[config.mk]
export PLATFORM = sky130hd
export DESIGN_NAME = spc_top
export DESIGN_NICKNAME = d
export VERILOG_FILES = /design/src/include/spc_pkg.sv /design/src/hw/spc_fifo.sv /design/src/hw/spc_order.sv /design/src/hw/spc_top.sv
export SDC_FILE = /design/constraint.sdc
export NUM_CORES = 1
export LEC_CHECK = 0
export BUFFER_PORTS_ARGS = -buffer_cell sky130_fd_sc_hd__buf_4
export CORE_MARGIN = 2
export CORE_UTILIZATION = 32
export DETAILED_ROUTE_END_ITERATION = 8
export PLACE_DENSITY = 0.55
export SETUP_SLACK_MARGIN = 0.5
export SYNTH_ARGS = -nofsm -noshare
export SYNTH_HDL_FRONTEND = slang
export SYNTH_SLANG_ARGS = --single-unit
[constraint.sdc]
create_clock -name clk_i -period 10.5 [get_ports clk_i]
set_input_delay 1.05 -clock clk_i [delete_from_list [all_inputs] [get_ports clk_i]]
set_output_delay 1.05 -clock clk_i [all_outputs]
set_load 0.02 [all_outputs]
[src/include/spc_pkg.sv]
// constants, types and helpers shared by the serial port control block
package spc_pkg;
  // =====================================================
  // register map
  localparam int DW = 32;
  localparam int AW = 8;
  localparam logic [7:0] OFS_CTRL0 = 8'h00;
  localparam logic [7:0] OFS_CTRL1 = 8'h04;
  localparam logic [7:0] OFS_DATA = 8'h08;
  localparam logic [7:0] OFS_STAT = 8'h0C;
  localparam logic [7:0] OFS_IRQ_ST = 8'h10;
  localparam logic [7:0] OFS_IRQ_EN = 8'h14;
  localparam logic [7:0] OFS_IRQ_CLR = 8'h18;
  localparam logic [31:0] CTRL0_RST = 32'h0000_0000;
  localparam logic [31:0] CTRL1_RST = 32'h0000_0000;
  localparam logic [31:0] CTRL0_MASK = 32'h0060_001F;
  localparam logic [31:0] CTRL1_MASK = 32'h002F_DFFE;
  // =====================================================
  // field positions
  localparam int C0_SIZE = 0;
  localparam int C0_FMT = 21;
  localparam int C1_EN = 1;
  localparam int C1_ROLE = 2;
  localparam int C1_SOD = 3;
  localparam int C1_RXORD = 4;
  localparam int C1_WAIT = 6;
  localparam int C1_RXLVL = 7;
  localparam int C1_TXLVL = 10;
  localparam int C1_GAP = 14;
  localparam int C1_TXORD = 18;
  localparam int C1_DLY = 21;
  // =====================================================
  // encodings and counts
  localparam logic [1:0] FMT_STD = 2'h0;
  localparam logic [1:0] FMT_CMD = 2'h2;
  localparam logic [4:0] SIZE_MIN = 5'h03;
  localparam logic [2:0] LVL_1 = 3'h0;
  localparam logic [2:0] LVL_4 = 3'h1;
  localparam logic [2:0] LVL_8 = 3'h2;
  localparam int FIFO_DEPTH = 8;
  localparam int FIFO_AW = 3;
  localparam int HALF_DIV_DEF = 8;
  localparam int IRQ_RX = 0;
  localparam int IRQ_TX = 1;
  localparam int IRQ_OVR = 2;
  localparam int IRQ_DONE = 3;
  localparam int IRQ_W = 4;
  typedef enum logic [2:0] {ST_IDLE, ST_SHIFT, ST_WAIT, ST_RECV, ST_GAP, ST_SLV} spc_state_t;
  // trigger level for a code; zero means reserved, never triggers
  function automatic logic [3:0] spc_level(input logic [2:0] code);
    logic [3:0] l;
    l = 4'h0;
    if (code == LVL_1) l = 4'h1;
    else if (code == LVL_4) l = 4'h4;
    else if (code == LVL_8) l = 4'h8;
    return l;
  endfunction
endpackage

[src/hw/spc_fifo.sv]
// element store with show-ahead head word and occupancy count
`timescale 1ns/1ns
module spc_fifo #(
  parameter int W = spc_pkg::DW,
  parameter int DEPTH = spc_pkg::FIFO_DEPTH,
  parameter int AW = spc_pkg::FIFO_AW
) (
  input wire logic clk_i,
  input wire logic rstn_i,
  input wire logic push_i,
  input wire logic [W-1:0] data_i,
  input wire logic pop_i,
  output logic [W-1:0] data_o,
  output logic [AW:0] count_o,
  output logic full_o,
  output logic empty_o
);
  import spc_pkg::*;
  logic [W-1:0] mem [DEPTH];
  logic [AW-1:0] wptr;
  logic [AW-1:0] rptr;
  // pushes into a full store and pops from an empty one are dropped
  wire do_push = push_i & ~full_o;
  wire do_pop = pop_i & ~empty_o;
  assign data_o = mem[rptr];
  assign full_o = (count_o == (AW+1)'(DEPTH));
  assign empty_o = (count_o == '0);
  // pointers and count
  always_ff @(posedge clk_i or negedge rstn_i) begin
    if (!rstn_i) begin
      wptr <= '0;
      rptr <= '0;
      count_o <= '0;
    end else begin
      if (do_push) wptr <= wptr + 1'b1;
      if (do_pop) rptr <= rptr + 1'b1;
      count_o <= count_o + (AW+1)'(do_push) - (AW+1)'(do_pop);
    end
  end
  // storage
  always_ff @(posedge clk_i) begin
    if (do_push) mem[wptr] <= data_i;
  end
endmodule

[src/hw/spc_order.sv]
// byte and bit reordering of one element held in the low bits
`timescale 1ns/1ns
module spc_order (
  input wire logic [spc_pkg::DW-1:0] data_i,
  input wire logic [4:0] size_i,
  input wire logic [1:0] code_i,
  output logic [spc_pkg::DW-1:0] data_o
);
  import spc_pkg::*;
  // mirror the low n bits
  function automatic logic [31:0] rev_bits(input logic [31:0] d, input logic [5:0] n);
    logic [31:0] r;
    r = 32'h0000_0000;
    for (int i = 0; i < 32; i++) begin
      if (i < int'(n)) r[i] = d[int'(n) - 1 - i];
    end
    return r;
  endfunction
  // reverse whole bytes when the element is 16, 24 or 32 bits
  function automatic logic [31:0] swap_bytes(input logic [31:0] d, input logic [5:0] n);
    logic [31:0] r;
    r = d;
    if (n[2:0] == 3'h0 && n >= 6'h10) begin
      for (int j = 0; j < 4; j++) begin
        if (j < int'(n[5:3])) r[8*j +: 8] = d[8*(int'(n[5:3]) - 1 - j) +: 8];
      end
    end
    return r;
  endfunction
  wire [5:0] nbits = {1'b0, size_i} + 6'h01;
  // code 01 swaps bytes, 11 mirrors bits, 10 does both; both are involutions
  wire do_swap = code_i[0] ^ code_i[1];
  wire [31:0] swapped = do_swap ? swap_bytes(data_i, nbits) : data_i;
  assign data_o = code_i[1] ? rev_bits(swapped, nbits) : swapped;
endmodule

[src/hw/spc_top.sv]
// serial port controller: register file, shift engine, interrupts
//
// Our own choices: the register addresses and the APB interface to the registers.
`timescale 1ns/1ns
// How it works
// bit 1 enables the port; bit 2 clear is master, set is slave.
// slave with output-disable set never drives the slave data output.
// receive ordering 5:4 picks byte order and bit order of received elements.
// transmit ordering 19:18 uses the same four codes for shifted-out elements.
// software uses byte-swap codes only with 16, 24 or 32 bit elements.
// command format inserts one wait state when bit 6 is set.
// receive trigger 9:7 fires at 1, 4 or 8 held elements.
// transmit trigger 12:10 fires at 1, 4 or 8 held elements.
// standard format waits bits 17:14 bit periods between frames.
// bit 21 delays the data input path by two clocks.
// element length is size field plus one; codes below 3 act as 4 bits.
// format code 0 is standard serial, code 2 is command/response.
// trigger conditions follow occupancy and threshold every cycle.
module spc_top #(
  parameter int HALF_DIV = spc_pkg::HALF_DIV_DEF
) (
  input wire logic clk_i,
  input wire logic rstn_i,
  input wire logic psel_i,
  input wire logic penable_i,
  input wire logic pwrite_i,
  input wire logic [spc_pkg::AW-1:0] paddr_i,
  input wire logic [spc_pkg::DW-1:0] pwdata_i,
  output logic [spc_pkg::DW-1:0] prdata_o,
  output logic pready_o,
  output logic pslverr_o,
  output logic irq_o,
  input wire logic sclk_i,
  output logic sclk_o,
  output logic sclk_oen_o,
  input wire logic cs_n_i,
  output logic cs_n_o,
  input wire logic mosi_i,
  output logic mosi_o,
  output logic mosi_oen_o,
  input wire logic miso_i,
  output logic miso_o,
  output logic miso_oen_o
);
  import spc_pkg::*;
  localparam logic [7:0] HALF_LAST = 8'(HALF_DIV - 1);
  // =====================================================
  // registers and fields
  logic [31:0] ctrl0, serial_control_two;
  logic [IRQ_W-1:0] irq_en, irq_st;
  wire port_enable_bit = serial_control_two[C1_EN];
  wire role_select = serial_control_two[C1_ROLE];
  wire slave_output_disable = serial_control_two[C1_SOD];
  wire [1:0] rx_byte_bit_order = serial_control_two[C1_RXORD +: 2];
  wire cmd_format_wait_state = serial_control_two[C1_WAIT];
  wire [2:0] rx_fifo_trigger_level = serial_control_two[C1_RXLVL +: 3];
  wire [2:0] tx_fifo_trigger_level = serial_control_two[C1_TXLVL +: 3];
  wire [3:0] inter_frame_gap = serial_control_two[C1_GAP +: 4];
  wire [1:0] tx_byte_bit_order = serial_control_two[C1_TXORD +: 2];
  wire input_path_delay = serial_control_two[C1_DLY];
  wire [4:0] frame_size_field = ctrl0[C0_SIZE +: 5];
  wire [1:0] frame_format_select = ctrl0[C0_FMT +: 2];
  // reserved short sizes are treated as the shortest legal element
  wire [4:0] fsize = (frame_size_field < SIZE_MIN) ? SIZE_MIN : frame_size_field;
  wire fmt_cmd = (frame_format_select == FMT_CMD);
  wire mst_on = port_enable_bit & ~role_select;
  wire slv_on = port_enable_bit & role_select;

  // =====================================================
  // pin synchronisers and optional input delay
  logic [3:0] sync1, sync2;
  logic sclk_q, dly1, dly2;
  wire s_sclk = sync2[3];
  wire s_csn = sync2[2];
  wire rx_sel = role_select ? sync2[1] : sync2[0];
  wire rx_bit = input_path_delay ? dly2 : rx_sel;
  wire s_rise = s_sclk & ~sclk_q;
  wire s_fall = ~s_sclk & sclk_q;
  always_ff @(posedge clk_i or negedge rstn_i) begin
    if (!rstn_i) begin
      sync1 <= 4'h4;
      sync2 <= 4'h4;
      sclk_q <= 1'b0;
      dly1 <= 1'b0;
      dly2 <= 1'b0;
    end else begin
      sync1 <= {sclk_i, cs_n_i, mosi_i, miso_i};
      sync2 <= sync1;
      sclk_q <= s_sclk;
      dly1 <= rx_sel;
      dly2 <= dly1;
    end
  end

  // =====================================================
  // element stores and reordering
  logic [31:0] tx_head, tx_word, rx_word, rx_head, rsreg;
  logic [FIFO_AW:0] tx_count, rx_count;
  logic tx_full, tx_empty, rx_full, rx_empty;
  logic tx_push, tx_pop, rx_push, rx_pop;
  spc_fifo #(.W(DW), .DEPTH(FIFO_DEPTH), .AW(FIFO_AW)) u_txf (
    .clk_i(clk_i), .rstn_i(rstn_i), .push_i(tx_push), .data_i(pwdata_i),
    .pop_i(tx_pop), .data_o(tx_head), .count_o(tx_count), .full_o(tx_full),
    .empty_o(tx_empty)
  );
  spc_fifo #(.W(DW), .DEPTH(FIFO_DEPTH), .AW(FIFO_AW)) u_rxf (
    .clk_i(clk_i), .rstn_i(rstn_i), .push_i(rx_push), .data_i(rx_word),
    .pop_i(rx_pop), .data_o(rx_head), .count_o(rx_count), .full_o(rx_full),
    .empty_o(rx_empty)
  );
  // outgoing element reordered, then left aligned for msb-first shifting
  spc_order u_txo (.data_i(tx_head), .size_i(fsize), .code_i(tx_byte_bit_order),
    .data_o(tx_word));
  spc_order u_rxo (.data_i(rsreg), .size_i(fsize), .code_i(rx_byte_bit_order),
    .data_o(rx_word));
  wire [31:0] tx_algn = tx_empty ? 32'h0000_0000 : (tx_word << (5'h1F - fsize));

  // =====================================================
  // shift engine
  spc_state_t state;
  logic [31:0] sreg;
  logic [4:0] bitcnt;
  logic [7:0] hcnt;
  logic [3:0] gcnt;
  logic phase, pend;
  wire tick = (hcnt == HALF_LAST);
  wire last = tick & phase & (bitcnt == 5'h00);
  wire mst_go = (state == ST_IDLE) & mst_on & ~tx_empty;
  wire slv_go = (state == ST_IDLE) & slv_on & ~s_csn;
  wire slv_reload = (state == ST_SLV) & s_fall & pend;
  wire mst_push = last & ((state == ST_SHIFT & ~fmt_cmd) | state == ST_RECV);
  // the engine moves the stores only on its own element boundaries; bus pushes and pops come at any time
  assign tx_pop = (mst_go | slv_go | slv_reload) & ~tx_empty;
  assign rx_push = mst_push | slv_reload;
  always_ff @(posedge clk_i or negedge rstn_i) begin
    if (!rstn_i) begin
      state <= ST_IDLE;
      sreg <= 32'h0000_0000;
      rsreg <= 32'h0000_0000;
      bitcnt <= 5'h00;
      hcnt <= 8'h00;
      gcnt <= 4'h0;
      phase <= 1'b0;
      pend <= 1'b0;
      sclk_o <= 1'b0;
      cs_n_o <= 1'b1;
    end else if (!port_enable_bit) begin
      state <= ST_IDLE;
      sclk_o <= 1'b0;
      cs_n_o <= 1'b1;
      hcnt <= 8'h00;
      phase <= 1'b0;
    end else begin
      case (state)
        ST_IDLE: begin
          hcnt <= 8'h00;
          phase <= 1'b0;
          pend <= 1'b0;
          sclk_o <= 1'b0;
          cs_n_o <= 1'b1;
          sreg <= tx_algn;
          rsreg <= 32'h0000_0000;
          bitcnt <= fsize;
          if (mst_go) begin
            state <= ST_SHIFT;
            cs_n_o <= 1'b0;
          end else if (slv_go) begin
            state <= ST_SLV;
          end
        end
        ST_SHIFT, ST_WAIT, ST_RECV: begin
          hcnt <= tick ? 8'h00 : hcnt + 8'h01;
          if (tick) begin
            phase <= ~phase;
            sclk_o <= ~phase;
            if (!phase) begin
              if (state != ST_WAIT) rsreg <= {rsreg[30:0], rx_bit};
            end else if (bitcnt != 5'h00) begin
              bitcnt <= bitcnt - 5'h01;
              sreg <= {sreg[30:0], 1'b0};
            end else if (state == ST_SHIFT && fmt_cmd) begin
              state <= cmd_format_wait_state ? ST_WAIT : ST_RECV;
              bitcnt <= cmd_format_wait_state ? 5'h00 : fsize;
              rsreg <= 32'h0000_0000;
            end else if (state == ST_WAIT) begin
              state <= ST_RECV;
              bitcnt <= fsize;
              rsreg <= 32'h0000_0000;
            end else begin
              state <= (!fmt_cmd && inter_frame_gap != 4'h0) ? ST_GAP : ST_IDLE;
              gcnt <= inter_frame_gap;
              cs_n_o <= 1'b1;
            end
          end
        end
        ST_GAP: begin
          hcnt <= tick ? 8'h00 : hcnt + 8'h01;
          if (tick) phase <= ~phase;
          if (tick && phase) begin
            gcnt <= gcnt - 4'h1;
            if (gcnt == 4'h1) state <= ST_IDLE;
          end
        end
        ST_SLV: begin
          if (s_csn) begin
            state <= ST_IDLE;
          end else if (s_rise) begin
            rsreg <= {rsreg[30:0], rx_bit};
            if (bitcnt == 5'h00) begin
              pend <= 1'b1;
              bitcnt <= fsize;
            end else begin
              bitcnt <= bitcnt - 5'h01;
            end
          end else if (s_fall) begin
            pend <= 1'b0;
            sreg <= pend ? tx_algn : {sreg[30:0], 1'b0};
            if (pend) rsreg <= 32'h0000_0000;
          end
        end
        default: state <= ST_IDLE;
      endcase
    end
  end
  // pin drivers; enables are low while driving
  always_ff @(posedge clk_i or negedge rstn_i) begin
    if (!rstn_i) begin
      mosi_o <= 1'b0;
      miso_o <= 1'b0;
      sclk_oen_o <= 1'b1;
      mosi_oen_o <= 1'b1;
      miso_oen_o <= 1'b1;
    end else begin
      mosi_o <= (state == ST_SHIFT) & sreg[31];
      miso_o <= (state == ST_SLV) & sreg[31];
      sclk_oen_o <= ~mst_on;
      mosi_oen_o <= ~mst_on;
      miso_oen_o <= ~(slv_on & ~slave_output_disable & ~s_csn);
    end
  end

  // =====================================================
  // interrupt events
  wire [3:0] rx_lvl = spc_level(rx_fifo_trigger_level);
  wire [3:0] tx_lvl = spc_level(tx_fifo_trigger_level);
  wire rx_trig = (rx_lvl != 4'h0) && ({1'b0, rx_count} >= {1'b0, rx_lvl});
  wire tx_trig = (tx_lvl != 4'h0) && ({1'b0, tx_count} >= {1'b0, tx_lvl});
  wire [IRQ_W-1:0] ev = {rx_push, rx_push & rx_full, tx_trig, rx_trig};

  // =====================================================
  // bus slave decode
  wire acc_1st = psel_i & penable_i & ~pready_o;
  wire acc_end = psel_i & penable_i & pready_o;
  wire wr = acc_end & pwrite_i;
  wire hit_c0 = (paddr_i == OFS_CTRL0);
  wire hit_c1 = (paddr_i == OFS_CTRL1);
  wire hit_dat = (paddr_i == OFS_DATA);
  wire hit_st = (paddr_i == OFS_STAT);
  wire hit_ist = (paddr_i == OFS_IRQ_ST);
  wire hit_ien = (paddr_i == OFS_IRQ_EN);
  wire hit_clr = (paddr_i == OFS_IRQ_CLR);
  wire mapped = hit_c0 | hit_c1 | hit_dat | hit_st | hit_ist | hit_ien | hit_clr;
  wire busy = (state != ST_IDLE) | ~tx_empty;
  wire [31:0] stat = {27'h0, busy, rx_full, ~rx_empty, ~tx_full, tx_empty};
  wire [31:0] rdata;
  assign rdata = hit_c0 ? ctrl0 :
                 hit_c1 ? serial_control_two :
                 hit_dat ? (rx_empty ? 32'h0000_0000 : rx_head) : // empty store reads zero
                 hit_st ? stat :
                 hit_ist ? {28'h0, irq_st} :
                 hit_ien ? {28'h0, irq_en} : 32'h0000_0000;
  wire [IRQ_W-1:0] clr = (wr & hit_clr) ? pwdata_i[IRQ_W-1:0] : '0;
  wire [IRQ_W-1:0] next_irq_st = (irq_st & ~clr) | ev;
  assign tx_push = wr & hit_dat;
  assign rx_pop = acc_end & ~pwrite_i & hit_dat;
  // registers, answer and interrupt line
  always_ff @(posedge clk_i or negedge rstn_i) begin
    if (!rstn_i) begin
      ctrl0 <= CTRL0_RST;
      serial_control_two <= CTRL1_RST;
      irq_en <= '0;
      irq_st <= '0;
      pready_o <= 1'b0;
      pslverr_o <= 1'b0;
      prdata_o <= 32'h0000_0000;
      irq_o <= 1'b0;
    end else begin
      if (wr && hit_c0) ctrl0 <= pwdata_i & CTRL0_MASK;
      if (wr && hit_c1) serial_control_two <= pwdata_i & CTRL1_MASK;
      if (wr && hit_ien) irq_en <= pwdata_i[IRQ_W-1:0];
      irq_st <= next_irq_st;
      pready_o <= acc_1st;
      pslverr_o <= acc_1st & ~mapped;
      if (acc_1st && !pwrite_i) prdata_o <= rdata;
      irq_o <= |(next_irq_st & irq_en);
    end
  end
endmodule

### Yosys cells after proc, flatten, opt, wreduce, memory -nomap -nowiden

Memories as Yosys holds them, arrays and structs flattened.
Index checks and enable logic that the tools add are counted.

* bits in registers: 192
* RAM bits: 512
* output and inout port bits: 42
* word-level logic and storage cells: 685
* memories: 2

Memories
* u_rxf.mem: depth 8, width 32, rd ports 1, clocked after memory_dff 0, write ports 1, RTL line spc_fifo.sv:19 `logic [W-1:0] mem [DEPTH];`
* u_txf.mem: depth 8, width 32, rd ports 1, clocked after memory_dff 0, write ports 1, RTL line spc_fifo.sv:19

* $add $sub $neg: 49
* $lt $le $gt $ge: 72
* equality and inequality tests: 51
* shifts and indexed selects: 9
* multiplexer cells: 363
* bitwise gates (word level): 66
* reduce and logical (&&, ||, !) cells: 40

Operators with widths (count)
* 32-bit by 7-bit less-than comparator with 1-bit output (second input constant): 31
* 32-bit two-way mux: 28
* 1-bit binary-select mux with 5-bit select: 64
* 1-bit two-way mux: 213
* 32-bit case mux with 3 select lines: 2
* 32-bit by 32-bit indexed part select with 8-bit output: 6
* 7-bit by 6-bit subtractor with 8-bit output (second input constant): 16
* 5-bit by 6-bit less-than comparator with 1-bit output (first input constant): 16
* 8-bit two-way mux: 10
* 32-bit by 7-bit indexed part select with 8-bit output: 2
* 7-bit by 5-bit subtractor with 8-bit output (second input constant): 8
* 4-bit two-way mux: 15
* 5-bit two-way mux: 11
* 4-bit by 6-bit less-than comparator with 1-bit output (first input constant): 8
* 3-bit != test (second input constant): 13
* 3-bit two-way mux: 12
* 1-bit bitwise AND: 33
* 32-bit by 5-bit left shift with 32-bit output: 1
* 7-bit by 4-bit subtractor with 8-bit output (second input constant): 4
* 8-bit by 5-bit == test with 1-bit output (second input constant): 3
* 3-bit by 6-bit less-than comparator with 1-bit output (first input constant): 4
* 2-bit != test (second input constant): 11
* 8-bit by 3-bit == test with 1-bit output (second input constant): 2
* 8-bit by 4-bit == test with 1-bit output (second input constant): 2
* 60 further kinds: 135

### Longest topological paths before layout

Gate-level depths: netlist (run 1).

* depth in word-level cells: 21
* depth in mapped cells: 35

### Hierarchy

From an unflattened synthesis (run 1), not the netlist that was laid out.

* cells, all modules: 3238
* area, all modules: 40467.6 µm²

Modules (own cells, without submodules)
* spc_fifo: times used 2, cells each 427, area each 10298.6 µm²
* spc_top: times used 1, cells each 1141, area each 10213.5 µm²
* spc_order (u_txo): times used 1, cells each 635, area each 4917.2 µm²
* spc_order (u_rxo): times used 1, cells each 608, area each 4739.5 µm²

### Least setup slack after synthesis (run 1)

OpenSTA, ideal clock, no wires.

* path kind: flip-flop to flip-flop
* start: register ctrl0[4]
* end: register sreg[30]
* setup time: 126 ps
* arrival time: 8178 ps
* required time: 10374 ps
* setup slack: 2196 ps
* cell stages (with the launch flop): 32
* clock period less this slack: 8304 ps
* cells stage by stage: dfrtp_1 buf_2 nor3_1 or2_2 clkbuf_1 clkbuf_1 buf_1 clkbuf_1 clkbuf_1 ha_1 a21boi_1 a21o_1 inv_2 buf_1 buf_1 clkbuf_1 ha_1 clkbuf_1 and2_1 a311oi_2 nand2_1 a2111oi_2 a22oi_1 a22o_1 or3_1 nor4b_1 a311o_1 o2bb2ai_1 a2bb2oi_2 or3_1 o311ai_1 o32a_1

* word-level cells in the longest chain between the ends: 21
* elaborated cells on any way between the ends: 225

Ends and longest elaborated chain
* start: declaration: RTL line spc_top.sv:49 `logic [31:0] ctrl0, serial_control_two;`
* start signal: assignment: RTL line spc_top.sv:288 `if (wr && hit_c0) ctrl0 <= pwdata_i & CTRL0_MASK;`
* 5-bit by 2-bit less-than comparator with 1-bit output: RTL line spc_top.sv:64 `wire [4:0] fsize = (frame_size_field < SIZE_MIN) ? SIZE_MIN : frame_size_field;`
* 5-bit two-way mux *: RTL line spc_top.sv:64
* 5-bit by 1-bit adder with 6-bit output: RTL line spc_order.sv:30 `wire [5:0] nbits = {1'b0, size_i} + 6'h01;`
* 3-bit by 1-bit subtractor with 4-bit output: RTL line spc_order.sv:25 `if (j < int'(n[5:3])) r[8*j +: 8] = d[8*(int'(n[5:3]) - 1 - j) +: 8];`
* 4-bit by 2-bit subtractor with 5-bit output or 4-bit by 3-bit subtractor with 5-bit output (tied branches): RTL line spc_order.sv:25
* 32-bit by 32-bit indexed part select with 8-bit output: RTL line spc_order.sv:25
* 8-bit two-way mux: RTL line spc_order.sv:25
* 32-bit two-way mux: RTL line spc_order.sv:23 `if (n[2:0] == 3'h0 && n >= 6'h10) begin`
* [5 not listed]
* 32-bit two-way mux: RTL line spc_order.sv:34 `assign data_o = code_i[1] ? rev_bits(swapped, nbits) : swapped;`
* 32-bit by 5-bit left shift with 32-bit output *: RTL line spc_top.sv:116 `wire [31:0] tx_algn = tx_empty ? 32'h0000_0000 : (tx_word << (5'h1F - fsize));`
* 32-bit two-way mux *: RTL line spc_top.sv:116
* 32-bit two-way mux: RTL line spc_top.sv:217 `sreg <= pend ? tx_algn : {sreg[30:0], 1'b0};`
* 32-bit two-way mux: RTL line spc_top.sv:215 `end else if (s_fall) begin`
* 32-bit two-way mux: RTL line spc_top.sv:207 `end else if (s_rise) begin`
* 32-bit two-way mux: RTL line spc_top.sv:205 `if (s_csn) begin`
* 32-bit case mux with 3 select lines *: RTL line spc_top.sv:154 `case (state)`
* end signal: assignment: RTL line spc_top.sv:161 `sreg <= tx_algn;`
* end signal: assignment: RTL line spc_top.sv:180 `sreg <= {sreg[30:0], 1'b0};`
* end signal: assignment: RTL line spc_top.sv:217
* end: declaration: RTL line spc_top.sv:121 `logic [31:0] sreg;`

Mark *: on every way between the ends. The rest lies on a longest branch, timed or not. The select of a mux whose other input is x is not followed.
A chain may end at the register's enable or synchronous reset.

### Worst setup path in the final report (run 1)

* start: register ctrl0[1]
* end: register sreg[20]

Same word-level chain as after synthesis.

==> metrics.md, run 1 <==
| Metric | Value |
|---|---|
| CTS tree | `yes` |
| Async SR Flop Fraction | `27.3%` |
| Post-synthesis sequential area ratio | `a little over half` |
| Routed vias/inst | `about 5.8` |
| Post-layout util | `36.6%` |
| Min Tclk post-route | `8.97 ns` |
| Setup violations, final | `0` |
| Most numerous cell in the Yosys netlist | `edfxtp_1` |
| CTS Buf Count | `78` |
| Largest net degree at the start of global routing | `97` |
| CP arrival | `between 9 and 10 ns` |
| DRC | `0` |
| Post-CTS setup repair buffer count | `0` |
| Clock transition at path regs | `0.06 ns` |
| Synth Register Bits | `a little over 700` |
| FF+latch area | `20200 µm²` |
| # rows | `127` |
| Top cells by count, synth | `512 x edfxtp_1, 314 x nand2_1, 271 x nor2_1` |
| Detail Route Antenna Nets | `0` |
| Unique cell type count in the Yosys netlist | `122` |
| Post-synth EDFFs | `512` |
| Top Family by Delay on Critical Path | `compound AO/OA/AOI/OAI gates` |
| Initial antenna violation count | `5` |
| Relative slew slack | `9.71%` |
| Via count | `28800` |
| Syn Nets | `3367` |
| CP Launch Type | `register` |
| Hpwl dp | `90.4 mm` |
| Final WL | `about 130 mm` |
| Area of the mapped netlist | `38700 µm²` |
| Syn Inst Count | `3263` |
| Hold_ws | `0.341 ns` |
| Grt ovf | `0` |
| Final net count | `between 3000 and 4000` |
| Leak | `between 10 and 15 nW` |
| Top post-synthesis cells by area | `edfxtp_1 40%, dfrtp_1 12%, mux4_2 9.5%` |
| Height of the die | `352 µm` |
| Area delta synth->final | `13.5%` |
| I/O pin total | `between 90 and 100` |
| Syn Area/Cell | `11.9 µm²` |
| Filler cell count | `11600` |
| Worst-path fanout max | `27` |
| Crit Path Class | `reg2reg` |
| Starting DRT DRC Count | `3204` |
| DIE WIDTH | `352 µm` |
| First-pass GRT wire length | `188 mm` |
| DR pass1 iterations | `6` |
| TritonCTS Sinks | `~700` |
| CTS root buffer | `clkbuf_16` |
| Final hold vios | `0` |
| Yosys top cell area share | `39.8%` |
| Critical-path top delay cell | `dfrtp_1` |
| Actual slew at the worst max-slew pin | `~1.3 ns` |
| Initial core utilization | `32.2%` |
| Biggest area consumer among synthesized cells | `edfxtp_1` |
| Fmax | `between 100 and 150 MHz` |
| Setup Total Neg Slack | `0 ns` |
| Die area | `between 100000 and 150000 µm²` |
| Core area | `120000 µm²` |
| Clock Skew | `0.0392 ns` |
| Cell mode on critical path | `o21ai_0` |
| Gr usage total | `20.6%` |
| Area of placed instances | `41200 µm²` |
| Vias in the first global route | `27700` |
| CTS H-tree depth | `3` |
| Wire per inst | `approximately 26 µm` |
| Crit path buf inv count | `2` |
| Outcome | `completed` |
| Final GP Congestion | `1.03` |
| RSZ-0062 raised after global routing | `no` |
| WP data required | `11.05 ns` |
| Slew Viols, Final | `0` |
| Period utilization | `85.4%` |
| CP Capture Type | `register` |
| PwrDens | `142 nW/µm²` |
| Fraction of layout instances using a drive strength above 1 | `a little under a fifth` |
| Multi-input gate area | `between 15000 and 20000 µm²` |
| CP peak stage delay | `0.98 ns` |
| Hold WC Path Type | `in2async` |
| Top FF cell, synth | `edfxtp_1` |
| Synth Warn # | `0` |
| Number of gates resized after cts | `0` |
| Clock Path Buffers | `3` |
| Cell chain of the critical path | `or2_2, ha_1, nand2_4, xnor2_4, inv_4, ha_1, inv_1, or4_1, nor3b_1, a2111oi_2, mux2_1, mux2i_1, o21ai_1, o221ai_1, o31ai_1, o21ai_0, nand2_1, o21ai_0, a211o_1, o21ai_0, a311oi_1` |
| Final instance area | `43900 µm²` |
| Maximum vdd ir drop | `0.115 mV` |
| Max-Cap Viols | `0` |
| I/O Buffers | `90` |
| Clock Latency Late Sink | `0.68 ns` |
| Hold_buf cts | `0` |
## cell usage in the layout, fill, tap and decap left out, types with 25 or more instances in the layout
master,count
a211oi_1,28
edfxtp_1,512
xnor2_1,27
nand2_1,314
o22ai_1,31
nor3_1,66
o211ai_1,25
inv_1,84
a31oi_1,35
mux2i_1,154
a21oi_1,143
clkbuf_16,78
ha_1,53
buf_4,172
mux4_2,164
dfrtp_1,177
a221oi_1,26
a22oi_1,35
nor2_1,262
o21ai_0,222
nand3_1,133
mux2_2,64
nand4_1,25
## layout make-up
class,count,share of cell area (%)
Antenna cell,1,0.00570
Clock buffer,99,4.65
Clock inverter,44,1.41
Inverter,91,0.787
Multi-Input combinational cell,2260,39.6
Sequential cell,704,46.0
Tap cell,1612,4.60
Timing Repair Buffer,173,2.98
## state kept, by name, indices dropped and copies added (netlist names), 4 cells and up
name and flops:
rsreg 32, hcnt 8, sync1 4, u_txf.mem 256, irq_st 4, sync2 4, irq_en 4, gcnt 4
u_txf.count_o 4, sreg 32, u_rxf.count_o 4, u_rxf.mem 256, prdata_o 32, serial_control_two 19, bitcnt 5, ctrl0 7
## per-layer routing
metal	wire, µm	part of all wire (%)	vias to the layer above	global-route usage [%]
li1	-	-	12700	-
met1	56100	44	14500	28.6
met2	56900	44	1269	31.4
met3	9140	7.1	301	3.53
met4	6130	4.8	4	9.15
met5	22	0.017	-	0
## metrics by stage
step	cells	setup WS [ns]	power [mW]
floorplan	3263	2.20	3.32
finish	4984	1.53	6.25
global route	4983	1.18	6.46
CTS	4983	1.55	6.30
detailed placement	4840	1.61	3.49
global placement	4840	1.64	3.49
## power breakdown
group          leakage [nW]  total (mW)  internal (mW)  switching, mW
Sequential             6.64        3.02           2.99         0.0217
Clock                  1.28        2.81           1.65           1.16
Combinational          6.74       0.422          0.144          0.278
Total                  14.7        6.25           4.79           1.46
## kinds of logic (layout without fill, tap and decap cells)
logic type / count (synthesis) / in the layout / share of synthesized area [%]
fa+ha+maj: 55 / 55 / 1.82
compound gates: 776 / 776 / 13.6
mux: 394 / 394 / 16.0
xor+xnor: 51 / 51 / 1.27
flops: 704 / 704 / 52.2
other cells: 0 / 1 / 0
simple gates: 984 / 984 / 11.8
buf+inv: 299 / 407 / 3.31
## path summary, 6_finish.rpt
check / from / cells past startpoint / endpoint / slack (ns)
max: ctrl0[1]$_DFFE_PN0P_ / 21 / sreg[20]$_DFFE_PN0P_ / 1.53
min: rstn_i / 1 / prdata_o[29]$_DFFE_PN0P_ / 0.34
max reg2reg: ctrl0[1]$_DFFE_PN0P_ / 21 / sreg[20]$_DFFE_PN0P_ / 1.53
min reg2reg: sync1[1]$_DFF_PN0_ / 0 / sync2[1]$_DFF_PN0_ / 0.35
max in group asynchronous: rstn_i / 2 / u_txf.rptr[0]$_DFFE_PN0P_ / 8.73
min in group clk_i: sync1[1]$_DFF_PN0_ / 0 / sync2[1]$_DFF_PN0_ / 0.35
Power figures use the tool's default switching activity.
==> run 2, diff against run 1 <==
Settings changed: CTS_BUF_LIST set to sky130_fd_sc_hd__clkbuf_4 sky130_fd_sc_hd__clkbuf_8 sky130_fd_sc_hd__clkbuf_16.
==> metrics.md, run 2 (synthesized netlist as in run 1, its figures left out) <==
| Metric | Value |
|---|---|
| Outcome | `completed (unchanged)` |
| Switching Share | `23.2% (was 23.4%)` |
| Hpwl dp | `90.4 mm (unchanged)` |
| Area delta synth->final | `13.7% (was 13.5%)` |
| CTS root buffer | `clkbuf_16 (unchanged)` |
| Gr usage total | `20.6% (about the same)` |
| Part of the power in registers | `47.9% (was 48.3%)` |
| Routed vias/inst | `5.78 (about the same)` |
| Final WL | `128 mm (about the same)` |
| CTS tree | `yes (unchanged)` |
| Final instance area | `44000 µm² (was 43900 µm²)` |
| Clock Path Buffers | `3 (unchanged)` |
| Via count | `28800 (about the same)` |
| # rows | `127 (unchanged)` |
| Post-layout util | `36.6% (about the same)` |
| Actual slew at the worst max-slew pin | `1.34 ns (about the same)` |
| Grt ovf | `0 (unchanged)` |
| PwrDens | `143 nW/µm² (was 142 nW/µm²)` |
| Setup Total Neg Slack | `0 ns (unchanged)` |
| Logic gate share of total power | `6.7% (was 6.8%)` |
| Wire per inst | `25.7 µm (about the same)` |
| RSZ-0062 raised after global routing | `no (unchanged)` |
| DR pass1 iterations | `6 (unchanged)` |
| Final net count | `3412 (unchanged)` |
| Clock Latency Late Sink | `0.68 ns (about the same)` |
| Area of placed instances | `41200 µm² (unchanged)` |
| DRC | `0 (unchanged)` |
| Hold_buf cts | `0 (unchanged)` |
| Fraction of layout instances using a drive strength above 1 | `18.9% (was 18.3%)` |
| Int Power | `4.84 mW (was 4.79 mW)` |
| Commonest non-fill, non-tap cell in the layout | `edfxtp_1 (unchanged)` |
| Detail Route Antenna Nets | `0 (unchanged)` |
| I/O pin total | `91 (unchanged)` |
| Crit Path Class | `reg2reg (unchanged)` |
| Worst-path fanout max | `27 (unchanged)` |
| DIE WIDTH | `352 µm (unchanged)` |
| Maximum vdd ir drop | `0.115 mV (about the same)` |
| CTS Buf Count | `78 (unchanged)` |
| Initial antenna violation count | `5 (unchanged)` |
| Relative slew slack | `9.99% (was 9.71%)` |
| Final GP Congestion | `1.03 (unchanged)` |
| Period utilization | `85.5% (was 85.4%)` |
| Slew Viols, Final | `0 (unchanged)` |
| Setup violations, final | `0 (unchanged)` |
| Clock power share | `45.4% (was 45.0%)` |
| TritonCTS Sinks | `704 (unchanged)` |
| Leak | `14.7 nW (about the same)` |
| Number of gates resized after cts | `0 (unchanged)` |
| Largest net degree at the start of global routing | `97 (unchanged)` |
| I/O Buffers | `90 (unchanged)` |
| Core area | `120000 µm² (unchanged)` |
| Height of the die | `352 µm (unchanged)` |
| Psw | `1.46 mW (about the same)` |
| First-pass GRT wire length | `189 mm (was 188 mm)` |
| Final hold vios | `0 (unchanged)` |
| Largest regs | `u_rxf.mem (256), u_txf.mem (256) (unchanged)` |
| Starting DRT DRC Count | `3049 (was 3204)` |
| Fmax | `111 MHz (was 112 MHz)` |
| Clock Skew | `0.0404 ns (was 0.0392 ns)` |
| CP Capture Type | `register (unchanged)` |
| CTS H-tree depth | `3 (unchanged)` |
| CP Launch Type | `register (unchanged)` |
| WP data required | `11.05 ns (about the same)` |
| Post-CTS setup repair buffer count | `0 (unchanged)` |
| CP arrival | `9.53 ns (was 9.51 ns)` |
| Clock transition at path regs | `0.06 ns (about the same)` |
| Max-Cap Viols | `0 (unchanged)` |
| Hold WC Path Type | `in2async (unchanged)` |
| Initial core utilization | `32.2% (unchanged)` |
| Vias in the first global route | `27800 (was 27700)` |
| Min Tclk post-route | `8.98 ns (was 8.97 ns)` |
| Commonest cells after routing, fill and taps aside | `512 x edfxtp_1, 314 x nand2_1, 262 x nor2_1 (unchanged)` |
| Die area | `124000 µm² (unchanged)` |
[run 2: cell counts in the layout (fill, tap and decap cells not counted)]
Identical to the previous run, type by type.
[run 2: routing by layer]
| layer | part of all wire, % | GRT usage, % | wire, µm |
|---|---|---|---|
| met1 | 43 | 28.6 | 55400 |
| met2 | 45 | 31.5 | 57100 |
| met3 | 7.4 | 3.53 | 9530 |
| met4 | 4.7 | 9.15 | 6030 |
| met5 | 0.028 | 0 | 36 |
[run 2: cell type report]
type	count	area [µm²]
clock buffers	99	2120
inverters	91	345
multi-input cells	2260	17400
fillers	11600	76000
diodes	1	2.50
repair buffers	173	1310
clock inverters	44	618
flip-flops and latches	704	20200
well taps	1612	2020
[run 2: worst max-delay path, cell delays in order, from the launching register on]
cell       delay [ns]
dfrtp_1          0.94
or2_2            0.28
ha_1             0.68
nand2_4          0.16
xnor2_4          0.61
inv_4            0.33
ha_1             0.88
inv_1            0.44
or4_1            0.85
nor3b_1          0.32
a2111oi_2        0.15
mux2_1           0.45
mux2i_1          0.38
o21ai_1          0.13
o221ai_1         0.23
o31ai_1          0.20
o21ai_0          0.58
nand2_1          0.09
o21ai_0          0.51
a211o_1          0.21
o21ai_0          0.13
a311oi_1         0.29
[run 2: path summary, 6_finish.rpt]
check	depth (start not counted)	to	startpoint	slack, ns
worst max-delay path	21	sreg[20]$_DFFE_PN0P_	ctrl0[1]$_DFFE_PN0P_	1.52
worst min-delay path	1	prdata_o[29]$_DFFE_PN0P_	rstn_i	0.34
worst max register to register	21	sreg[20]$_DFFE_PN0P_	ctrl0[1]$_DFFE_PN0P_	1.52
worst min register to register	0	sync2[1]$_DFF_PN0_	sync1[1]$_DFF_PN0_	0.35
max in group asynchronous	2	u_txf.rptr[0]$_DFFE_PN0P_	rstn_i	8.73
min in group clk_i	0	sync2[1]$_DFF_PN0_	sync1[1]$_DFF_PN0_	0.35
[run 2: power groups by stage]
stage / clock, mW / sequential, mW / combinational [mW]
final: 2.86 / 3.02 / 0.422
after global routing: 3.04 / 3.02 / 0.454
after CTS: 2.93 / 3.02 / 0.416
after floorplan: 0 / 3.06 / 0.255
after detailed placement: 0 / 3.07 / 0.415
after global placement: 0 / 3.07 / 0.416
[run 2: metrics by stage]
step | hold slack [ns] | instances | setup WS (ns) | total power, mW
floorplan | 0.331 | 3263 | 2.20 | 3.32
detailed placement | 0.337 | 4840 | 1.61 | 3.49
global placement | 0.337 | 4840 | 1.64 | 3.49
global route | 0.363 | 4983 | 1.18 | 6.51
finish | 0.344 | 4984 | 1.52 | 6.30
CTS | 0.353 | 4983 | 1.55 | 6.36
